--- src/sarc_pkg.sv ---
// constants, state type and register map of the converter sequencer
// assumes an AHB-Lite master with 32-bit single word transfers
package sarc_pkg;
	// ==========================================
	// register byte offsets
	localparam logic [7:0] OFS_CTRL_A = 8'h00;
	localparam logic [7:0] OFS_CTRL_B = 8'h04;
	localparam logic [7:0] OFS_INSEL = 8'h08;
	localparam logic [7:0] OFS_RES_LO = 8'h0c;
	localparam logic [7:0] OFS_RES_HI = 8'h10;
	localparam logic [7:0] OFS_MISC = 8'h14;
	// ==========================================
	// field positions
	localparam int B_ON = 7;
	localparam int B_START = 6;
	localparam int B_ATE = 5;
	localparam int B_FLAG = 4;
	localparam int B_IE = 3;
	localparam int F_PS = 0;
	localparam int F_TS = 0;
	localparam int F_REFS = 6;
	localparam int B_LEFT = 5;
	localparam int F_MUX = 0;
	localparam int B_EXTREF = 2;
	localparam int B_REFOUT = 1;
	localparam int B_INTERNAL_CURRENT_SOURCE = 0;
	// ==========================================
	// cycle counts in converter clocks, then bit and channel counts, prescaler base, SAR start code and read default
	localparam logic [4:0] NORM_LEN = 5'h0d;
	localparam logic [4:0] FIRST_LEN = 5'h19;
	localparam logic [4:0] NORM_SAMP = 5'h01;
	localparam logic [4:0] FIRST_SAMP = 5'h0d;
	localparam logic [4:0] SAR_BITS = 5'h0a;
	localparam logic [4:0] SE_CHANNELS = 5'h0b;
	localparam logic [9:0] PRE_BASE = 10'h004;
	localparam logic [9:0] SAR_MID = 10'h200;
	localparam logic [31:0] RD_RST = 32'h0000_0000;
	// ==========================================
	typedef enum logic [1:0] {
		ST_IDLE = 2'b00,
		ST_PEND = 2'b01,
		ST_CONV = 2'b11
	} sarc_state_t;
endpackage

--- src/sarc_top.sv ---
// converter sequencer: AHB-Lite registers, prescaler, trigger, SAR steps
// assumes the comparator and trigger inputs are asynchronous to clock
`timescale 1ns/1ps
module sarc_top import sarc_pkg::*; #(
	parameter int TRIG_N = 8
) (
	// clock and reset
	input wire logic clock,
	input wire logic rst_n,
	input wire logic ce,
	// ahb-lite slave
	input wire logic hsel,
	input wire logic [31:0] haddr,
	input wire logic [1:0] htrans,
	input wire logic hwrite,
	input wire logic [2:0] hsize,
	input wire logic [31:0] hwdata,
	input wire logic hready,
	output logic hreadyout,
	output logic hresp,
	output logic [31:0] hrdata,
	// trigger sources 1..TRIG_N-1, source 0 is own done flag
	input wire logic [TRIG_N-2:0] trig_in,
	// analog array
	input wire logic cmp_in,
	output logic [9:0] sar_code,
	output logic sample_track,
	output logic analog_on,
	output logic [4:0] channel_gain_code,
	output logic gain_bypass,
	output logic [1:0] reference_select,
	output logic ext_ref_pin_enable,
	output logic ref_output_enable,
	output logic current_source_on,
	// completion
	output logic conv_irq,
	output logic conv_busy
);
	// ==========================================
	// parameter check
	generate
		if (TRIG_N < 2 || TRIG_N > 8) begin : g_bad
			$error("TRIG_N must lie in 2..8");
		end
	endgenerate

	// ==========================================
	// state
	typedef struct packed {
		sarc_state_t st;
		logic on, ate, ie, flag, first, lock, left, xen, ron, internal_current_source;
		logic [2:0] ps, ts;
		logic [1:0] refs, aref;
		logic [4:0] mux, amux;
		logic [9:0] pre;
		logic [4:0] cnt;
		logic [9:0] code, res;
		logic [TRIG_N-2:0] s1, s2;
		logic tprev, c1, c2, wr;
		logic [7:0] wa;
		logic [31:0] rd;
		logic rdy, sh, irq, aon, byp, busy, resp;
	} sarc_regs_t;

	sarc_regs_t r_reg;
	sarc_regs_t r_next;
	logic done, edge_hit, tick, tsig, acc, start_req, clr_flag, free_run;
	logic [4:0] samp, len, bi;
	logic [15:0] al;

	// ==========================================
	// helpers
	function automatic logic [9:0] pre_lim(input logic [2:0] s);
		return 10'((PRE_BASE << s) - 10'h001);
	endfunction

	// returns {high, low} byte pair for the given alignment
	function automatic logic [15:0] align(input logic [9:0] v, input logic l);
		if (l) begin
			return {v, 6'h00};
		end
		return {6'h00, v};
	endfunction

	// ==========================================
	// next state
	always_comb begin
		r_next = r_reg;
		r_next.rdy = 1'b1;
		start_req = 1'b0;
		clr_flag = 1'b0;
		done = 1'b0;
		bi = 5'h00;
		free_run = r_reg.ate && r_reg.ts == 3'h0;
		samp = r_reg.first ? FIRST_SAMP : NORM_SAMP;
		len = r_reg.first ? FIRST_LEN : NORM_LEN;
		// first flop of each synchroniser feeds only the second
		r_next.s1 = trig_in;
		r_next.s2 = r_reg.s1;
		r_next.c1 = cmp_in;
		r_next.c2 = r_reg.c1;
		tsig = 1'b0;
		if (r_reg.ts != 3'h0 && 32'(r_reg.ts) < TRIG_N) begin
			tsig = r_reg.s2[r_reg.ts - 3'h1];
		end
		r_next.tprev = tsig;
		edge_hit = tsig && !r_reg.tprev;
		tick = r_reg.on && r_reg.pre == pre_lim(r_reg.ps);
		// prescaler only runs while enabled
		if (!r_reg.on || tick) begin
			r_next.pre = 10'h000;
		end else begin
			r_next.pre = 10'(r_reg.pre + 10'h001);
		end
		// ahb data phase of a write
		if (r_reg.wr) begin
			case (r_reg.wa)
				OFS_CTRL_A: begin
					r_next.on = hwdata[B_ON];
					start_req = hwdata[B_START];
					r_next.ate = hwdata[B_ATE];
					clr_flag = hwdata[B_FLAG];
					r_next.ie = hwdata[B_IE];
					r_next.ps = hwdata[F_PS+:3];
				end
				OFS_CTRL_B: r_next.ts = hwdata[F_TS+:3];
				OFS_INSEL: begin
					r_next.refs = hwdata[F_REFS+:2];
					r_next.left = hwdata[B_LEFT];
					r_next.mux = hwdata[F_MUX+:5];
				end
				OFS_MISC: begin
					r_next.xen = hwdata[B_EXTREF];
					r_next.ron = hwdata[B_REFOUT];
					r_next.internal_current_source = hwdata[B_INTERNAL_CURRENT_SOURCE];
				end
				default: begin
				end
			endcase
		end
		// sequencer
		case (r_reg.st)
			ST_IDLE: begin
				if (start_req) begin
					r_next.st = ST_PEND;
				end else if (r_reg.ate && edge_hit) begin
					r_next.st = ST_PEND;
					r_next.pre = 10'h000;
				end
			end
			ST_PEND: begin
				if (tick) begin
					r_next.st = ST_CONV;
					r_next.cnt = 5'h00;
					r_next.sh = 1'b1;
				end
			end
			ST_CONV: begin
				// further edges and start writes are dropped here
				if (tick) begin
					r_next.cnt = 5'(r_reg.cnt + 5'h01);
					if (r_reg.cnt == samp) begin
						r_next.sh = 1'b0;
						r_next.code = SAR_MID;
					end
					if (r_reg.cnt > samp &&
						r_reg.cnt <= 5'(samp + SAR_BITS)) begin
						bi = 5'(samp + SAR_BITS - r_reg.cnt);
						if (!r_reg.c2) begin
							r_next.code[bi[3:0]] = 1'b0;
						end
						if (bi != 5'h00) begin
							r_next.code[4'(bi[3:0] - 4'h1)] = 1'b1;
						end
					end
					if (r_reg.cnt == 5'(len - 5'h01)) begin
						done = 1'b1;
					end
				end
			end
			default: r_next.st = ST_IDLE;
		endcase
		if (done) begin
			if (!r_reg.lock) begin
				r_next.res = r_next.code;
			end
			r_next.first = 1'b0;
			// own flag as trigger restarts regardless of the flag
			r_next.st = free_run ? ST_PEND : ST_IDLE;
		end
		// set beats clear in the same cycle
		r_next.flag = done || (r_reg.flag && !clr_flag);
		// selections follow software while on, except inside a conversion
		if (r_reg.on && (r_reg.st != ST_CONV || done)) begin
			r_next.amux = r_reg.mux;
			r_next.aref = r_reg.refs;
		end
		if (!r_next.on) begin
			r_next.st = ST_IDLE;
			r_next.sh = 1'b0;
			r_next.first = 1'b1;
		end
		r_next.aon = r_next.on;
		r_next.busy = r_next.st == ST_CONV;
		r_next.byp = r_next.amux < SE_CHANNELS;
		r_next.irq = r_next.flag && r_next.ie;
		al = align(r_next.res, r_next.left);
		// ahb address phase
		acc = hsel && htrans[1] && hready;
		r_next.wr = acc && hwrite;
		r_next.wa = haddr[7:0];
		if (acc && !hwrite) begin
			r_next.rd = RD_RST;
			case (haddr[7:0])
				OFS_CTRL_A: begin
					r_next.rd[B_ON] = r_next.on;
					r_next.rd[B_START] = r_next.st != ST_IDLE;
					r_next.rd[B_ATE] = r_next.ate;
					r_next.rd[B_FLAG] = r_next.flag;
					r_next.rd[B_IE] = r_next.ie;
					r_next.rd[F_PS+:3] = r_next.ps;
				end
				OFS_CTRL_B: r_next.rd[F_TS+:3] = r_next.ts;
				OFS_INSEL: begin
					r_next.rd[F_REFS+:2] = r_next.refs;
					r_next.rd[B_LEFT] = r_next.left;
					r_next.rd[F_MUX+:5] = r_next.mux;
				end
				OFS_RES_LO: begin
					r_next.rd[7:0] = al[7:0];
					r_next.lock = 1'b1;
				end
				OFS_RES_HI: begin
					r_next.rd[7:0] = al[15:8];
					r_next.lock = 1'b0;
				end
				OFS_MISC: begin
					r_next.rd[B_EXTREF] = r_next.xen;
					r_next.rd[B_REFOUT] = r_next.ron;
					r_next.rd[B_INTERNAL_CURRENT_SOURCE] = r_next.internal_current_source;
				end
				default: r_next.rd = RD_RST;
			endcase
		end
	end

	// ==========================================
	// registers, frozen while ce is low
	always_ff @(posedge clock or negedge rst_n) begin
		if (!rst_n) begin
			r_reg <= '0;
		end else if (ce) begin
			r_reg <= r_next;
		end
	end

	// ==========================================
	// outputs
	assign hreadyout = r_reg.rdy;
	assign hresp = r_reg.resp;
	assign hrdata = r_reg.rd;
	assign sar_code = r_reg.code;
	assign sample_track = r_reg.sh;
	assign analog_on = r_reg.aon;
	assign channel_gain_code = r_reg.amux;
	assign gain_bypass = r_reg.byp;
	assign reference_select = r_reg.aref;
	assign ext_ref_pin_enable = r_reg.xen;
	assign ref_output_enable = r_reg.ron;
	assign current_source_on = r_reg.internal_current_source;
	assign conv_irq = r_reg.irq;
	assign conv_busy = r_reg.busy;
endmodule

--- config.mk ---
export PLATFORM = sky130hd
export DESIGN_NAME = sarc_top
export DESIGN_NICKNAME = d
export VERILOG_FILES = /design/src/sarc_pkg.sv /design/src/sarc_top.sv
export SDC_FILE = /design/constraint.sdc
export NUM_CORES = 1
export LEC_CHECK = 0
export ABC_CLOCK_PERIOD_IN_PS = 3500
export BUFFER_PORTS_ARGS = -buffer_cell sky130_fd_sc_hd__buf_2
export CORE_ASPECT_RATIO = 2
export CORE_UTILIZATION = 50
export CTS_CLUSTER_SIZE = 25
export DETAILED_ROUTE_END_ITERATION = 12
export GPL_TIMING_DRIVEN = 0
export PLACE_DENSITY = 0.84
export SLEW_MARGIN = 20
export SYNTH_ARGS = -nofsm -noshare
export SYNTH_HDL_FRONTEND = slang
export SYNTH_SLANG_ARGS = --single-unit
--- constraint.sdc ---
create_clock -name clock -period 3.5 [get_ports clock]
set_input_delay 0.7 -clock clock [delete_from_list [all_inputs] [get_ports clock]]
set_output_delay 0.7 -clock clock [all_outputs]
set_load 0.01 [all_outputs]
==> flow_summary_export.csv, run 1 <==
group,metric,value,unit
sta,final.period_utilization,0.979,
synthesis,async_flop_share,1.00,
synthesis,synth.largest_area_cell,"dfrtp_1",
floorplan,die_area,13400,sq um
power,power_frac_seq,0.492,
placed_design,dp_hpwl,13.0,mm
power,swShare,0.280,
clock_network,cts_max_path_buffers,2,
job,cap_violations,0,
power,powerDensity,373,nW/um^2
synthesis,ys_seq_elements,106,
placed_design,port_buffers,64,
route,wirelength,17.7,mm
clock_network,cts_hold_buf,0,
synthesis,synthFlopType,"dfrtp_1",
sta,hold_viol_final,0,
synthesis,synth.distinct_cells,66,
route,firstDrtPassIters,5,
power,intPower,2.03,mW
sta,min_period,3.43,ns
critical_path,crit_type,"reg2reg",
sta,max_freq,0.292,GHz
synthesis,synth_area_leaders,"dfrtp_1 (41%), mux2_2 (11%), buf_4 (5.9%)",
power,power_frac_comb,0.167,
global_route,grt_pass1_vias,5527,
clock_network,clk_latency,0.35,ns
synthesis,syn_area_per_cell,9.77,sq um
route,first_iter_violations,479,
sta,tightest_slew,0.872,ns
critical_path,crit_slowest_cell,"or4_1",
sta,finalSetupViolations,0,
final_layout,area_delta_synth_final,16.9,%
floorplan,fp.coreArea,12600,sq um
final_layout,multi_input_area,3440,sq um
floorplan,die_w,82.3,um
floorplan,die_y,163,um
synthesis,ys_warn_count,0,
clock_network,cts_buffers,9,
route,ant_nets,0,
critical_path,crit_family,"simple AND/OR/NAND/NOR gates",
clock_network,numClockSinks,106,
synthesis,post-synth-top-area-fraction,0.411,
synthesis,yosysMostFrequentCell,"dfrtp_1",
route,viasPerCell,6.10,
critical_path,critPathMaxFanout,10,
final_layout,regArea,2650,sq um
outcome,status,"finished, final reports clean",
sta,fin_worst_skew,0.00842,ns
clock_network,cts_tree,"built",
power,peakVddDrop,0.301,mV
route,vias,5622,
floorplan,ioPinCount,142,
floorplan,num_rows,58,
route,wl_per_cell,19.2,um
clock_network,cts_root_buffer,"clkbuf_16",
final_layout,fillers,1069,
placed_design,routabilityCongestion,0.954,
placed_design,post-place-ws,-0.492,ns
clock_network,cts-htree-levels,3,
global_route,antenna_found_initial,0,
sta,worst_slack,0.0721,ns
floorplan,initial_core_util,0.514,
critical_path,crit_required,3.74,ns
power,p_switching,0.789,mW
synthesis,synth_commonest_cells,"dfrtp_1 (106), mux2_2 (62), nand2_1 (59), buf_4 (51), o21ai_0 (50)",
clock_network,clk_pin_slew_worst_paths,0.07,ns
power,leakagePower,3.45,nW
critical_path,path_cells,"buf_6, or3_4, ha_4, nor3b_1, or4_1, a2111oi_4, buf_6, and2_4, mux2_4, a221oi_2, o21ai_1",
global_route,grt_max_degree,69,
final_layout,drive_gt1_frac,0.305,
sta,slew_violations,0,
route,drcViolationCount,0,
synthesis,syn_inst,660,
worst_hold_path,hold_class,"in2async",
critical_path,max_stage_delay,0.55,ns
critical_path,path_common_cell,"buf_6",
global_route,grt_overflow,0,
final_layout,final_util,0.600,
synthesis,netlist_area,6450,sq um
final_layout,largest_reg_flops,64,
global_route,track_usage,0.287,
critical_path,arrival,3.67,ns
final_layout,fin_nets,862,
synthesis,ys_seq_area_frac,0.411,
critical_path,end_kind,"register",
synthesis,synth_edf_count,0,
critical_path,path_buf_inv,2,
power,power.share.clock,0.341,
sta,max_slew_margin,0.419,
global_route,grt_pass1_wl,28.3,mm
critical_path,crit_path_start_kind,"register",
final_layout,num_antenna_cells,0,
[cells by family after synthesis]
family	Yosys count	share of synthesized area
simple gates	193	0.152
other cells	1	0.000582
xor+xnor	10	0.0136
buf+inv	94	0.0869
flops	106	0.411
compound gates	159	0.165
fa+ha+maj	13	0.0264
mux	84	0.144
[routing by layer]
metal / vias up / routed length, um / track usage
met2: 266 / 9420 / 0.487
met4: 0 / 1290 / 0.217
met5: - / 0 / 0
li1: 2541 / - / -
met1: 2724 / 6000 / 0.303
met3: 91 / 1020 / 0.0504
[final cells by class]
type / count / area share
clock inverters: 5 / 0.00398
multi-input cells: 484 / 0.457
clock buffers: 11 / 0.0322
flip-flops and latches: 106 / 0.352
plain buffers: 77 / 0.0669
repair buffers: 73 / 0.0555
inverters: 15 / 0.00747
well taps: 150 / 0.0249
[power groups by stage]
stage	clock network, mW	registers, mW	logic, mW
after floorplan	0	1.38	0.285
after global placement	0	1.40	0.412
after detailed placement	0	1.40	0.428
after CTS	0.960	1.38	0.454
after global routing	1.01	1.40	0.512
final	0.959	1.39	0.470
[per-stage QoR]
stage          power [mW]  instances  instance area (sq um)  hold WS, ns  setup TNS (ns)
6_report             2.81        921                   7540        0.240               0
5_1_grt              2.92        921                   7540        0.266        -0.00714
2_1_floorplan        1.67        684                   6540        0.404               0
3_3_place_gp         1.81        898                   7050        0.455           -7.14
4_1_cts              2.80        921                   7460        0.255               0
3_5_place_dp         1.83        899                   7080        0.457           -9.07
[path summary, 6_finish.rpt]
kind | to | from | cells after the start | slack [ns]
setup / recovery | hrdata[3] | r_reg[118] | 11 | 0.07
hold / removal | hrdata[5] | rst_n | 1 | 0.24
setup reg to reg | hrdata[3] | r_reg[118] | 11 | 0.07
hold reg to reg | hreadyout | hreadyout | 1 | 0.47
max in group asynchronous | r_reg[86] | rst_n | 2 | 2.59
min in group clock | hreadyout | hreadyout | 1 | 0.47
[worst reg2reg max path: cells and delay by family (launching register included)]
family | cells | cell delay (ns)
AND/OR/NAND/NOR | 4 | 1.31
flip-flops | 1 | 0.38
AO/OA/AOI/OAI | 3 | 0.76
buffers and inverters | 2 | 0.33
multiplexers | 1 | 0.34
adder cells (fa/ha/maj) | 1 | 0.21
[what timing repair did]
action                                  CTS  global route
endpoints found under the setup margin   49            36
buffers inserted                          6             2
pin swaps                                 6             3
gates cloned                              0             0
resized for setup                        15            21
[layout by cell type, fill, tap and decap left out, types with 7 or more instances in the layout]
cell,synthesis,routed
mux2_2,62,60
nor2_1,36,33
o21ai_0,50,48
dfrtp_1,106,106
buf_2,1,64
and3_1,18,18
nand2_1,59,59
nand3_1,22,21
a31oi_1,9,9
xor2_1,7,7
mux2i_1,21,19
nand2b_1,8,8
o211ai_1,7,7
clkbuf_16,0,9
a21oi_1,24,24
conb_1,1,25
clkbuf_1,23,19
ha_1,12,11
buf_4,51,57
o2bb2ai_1,7,7
nor3_1,11,9
inv_1,15,15
No activity file was read; power rests on OpenSTA's default activity.
==> inputs of run 2 (changes only) <==
- GPL_TIMING_DRIVEN: 0 -> not set
- RECOVER_POWER: not set -> 25
==> run 2 against run 1 <==
Compared with the run above: combinational power decreased by 17%; the flow now finishes with violations (capacitance limit, slew limit); worst hold slack improved by 0.23 ns; count of clock-buffer cells in the layout stayed put; register-to-register slack got worse by 0.02 ns.
==> flow_summary_export.csv, run 2 (synthesis results as in run 1) <==
group,metric,value,unit
outcome,status,"complete, but fails checks",
outcome,violations,"capacitance limit, slew limit",
global_route,grt_overflow,0,
critical_path,path_common_cell,"a22oi_2",
route,wirelength,16.4,mm
global_route,grt_pass1_wl,25.8,mm
clock_network,cts-htree-levels,3,
placed_design,routabilityCongestion,0.933,
placed_design,dpl.cell_count,844,
clock_network,numClockSinks,106,
critical_path,critPathMaxFanout,8,
final_layout,num_antenna_cells,0,
critical_path,crit_slowest_cell,"or4b_4",
worst_hold_path,holdPathEnd,"hreadyout",
sta,min_period,3.45,ns
clock_network,clk_pin_slew_worst_paths,0.07,ns
placed_design,placed_cell_area,6740,sq um
floorplan,fp.coreArea,12600,sq um
placed_design,post-place-ws,-0.0428,ns
sta,hold_viol_final,0,
route,first_iter_violations,470,
route,wl_per_cell,19.0,um
worst_hold_path,worstHoldStart,"hreadyout",
worst_hold_path,holdPathStages,1,
global_route,grt_pass1_vias,5247,
sta,max_freq,0.290,GHz
floorplan,die_area,13400,sq um
floorplan,die_y,163,um
sta,finalSetupTns,0,ns
global_route,track_usage,0.259,
power,leakagePower,3.23,nW
critical_path,path_buf_inv,2,
final_layout,fin_cells,865,
critical_path,crit_family,"simple AND/OR/NAND/NOR gates",
final_layout,final_common_cell,"dfrtp_1",
clock_network,cts_root_buffer,"clkbuf_16",
job,cap_violations,1,
final_layout,area_delta_synth_final,11.5,%
sta,slew_violations,43,
sta,max_slew_margin,-0.632,
critical_path,path_cells,"or3_4, ha_4, xor2_2, nand3b_1, or4b_4, a2111oi_4, and2_4, buf_6, buf_8, mux2_4, a22oi_2, a22oi_2",
critical_path,r2r-end,"hrdata[1]",
placed_design,port_buffers,64,
critical_path,arrival,3.67,ns
critical_path,max_stage_delay,0.55,ns
floorplan,ioPinCount,142,
floorplan,num_rows,58,
final_layout,drive_gt1_frac,0.270,
route,firstDrtPassIters,5,
sta,rsz0062_at_grt,"yes",
sta,worst_slack,0.0500,ns
critical_path,rr_worst_depth,12,
critical_path,reg2reg_from,"r_reg[119]",
route,vias,5309,
final_layout,fin_area,7190,sq um
critical_path,end_kind,"register",
clock_network,cts_tree,"built",
floorplan,initial_core_util,0.514,
sta,final.period_utilization,0.986,
floorplan,die_w,82.3,um
global_route,grt_max_degree,65,
critical_path,crit_type,"reg2reg",
critical_path,r2r_slack,0.05,ns
final_layout,fillers,1098,
route,viasPerCell,6.14,
clock_network,cts_buffers,9,
final_layout,fin_nets,806,
placed_design,dp_hpwl,12.0,mm
route,ant_nets,0,
critical_path,crit_path_start_kind,"register",
sta,finalSetupViolations,0,
worst_hold_path,hold_class,"reg2reg",
power,powerDensity,386,nW/um^2
route,drcViolationCount,0,
sta,whs,0.466,ns
clock_network,cts_max_path_buffers,2,
power,peakVddDrop,0.343,mV
global_route,antenna_found_initial,0,
critical_path,cp-startpoint,"r_reg[119]",
final_layout,largest_reg_flops,64,
final_layout,layout_common_cells,"dfrtp_1 (105), buf_2 (63), nand2_1 (58), mux2_2 (58), o21ai_0 (48)",
critical_path,crit_required,3.72,ns
sta,tightest_slew,2.45,ns
clock_network,clk_latency,0.35,ns
sta,fin_worst_skew,0.00788,ns
==> run 2: cell count changes in the layout (fill, tap and decap cells not counted), sizes merged <==
cell,change
buf,-36
bufinv,+1
clkbuf,-20
clkinv,-1
==> run 2: final cells by class <==
cell class	count	area, sq um	area share
clock buffers	11	233	0.0324
inverters	15	56.3	0.00783
clock inverters	5	55.1	0.00766
repair buffers	94	568	0.0790
well taps	150	188	0.0261
multi-input cells	484	3440	0.478
flip-flops and latches	106	2650	0.369
==> run 2: report_power, final <==
group	switching [mW]	total [mW]	internal (mW)	leakage (nW)
combinational	0.220	0.390	0.170	1.74
clock	0.444	0.997	0.553	0.136
sequential	0.0769	1.39	1.31	1.35
==> run 2: worst reg2reg max path, delay by kind of cell, from the launching register on <==
family          cells  cell delay, ns
simple gates        4            1.28
compound gates      3            0.65
flops               1            0.41
mux                 1            0.32
fa+ha+maj           1            0.28
buf+inv             2            0.25
xor+xnor            1            0.14
==> run 2: through the flow <==
stage	util	power, mW
floorplan	-	1.67
global placement	0.537	1.77
detailed placement	0.537	1.79
CTS	0.562	2.78
global route	0.573	2.88
finish	0.573	2.77
==> run 2: worst max path at each step <==
| stage | end | slack (ns) | cells past startpoint |
|---|---|---|---|
| after detailed placement | r_reg[70] | -0.04 | 11 |
| after floorplan | hrdata[3] | 0.01 | 11 |
| after CTS | hrdata[1] | 0.007 | 12 |
| after global routing | hrdata[4] | -0.06 | 11 |
| after global placement | r_reg[70] | 0.05 | 11 |
| final | hrdata[1] | 0.05 | 12 |
==> run 2: what timing repair did <==
item	in CTS	in global routing
setup buffers	0	5
resized for setup	5	20
endpoints found under the setup margin	9	10
cloned	0	0
hold buffers	0	0
pin swaps	0	9
==> run 2: layer usage <==
metal / global-route usage / share of wire / vias to the layer above
met3: 0.0482 / 0.050 / 77
met4: 0.196 / 0.070 / 0
li1: - / - / 2431
met2: 0.437 / 0.52 / 208
met1: 0.275 / 0.36 / 2593
met5: 0 / 0 / -
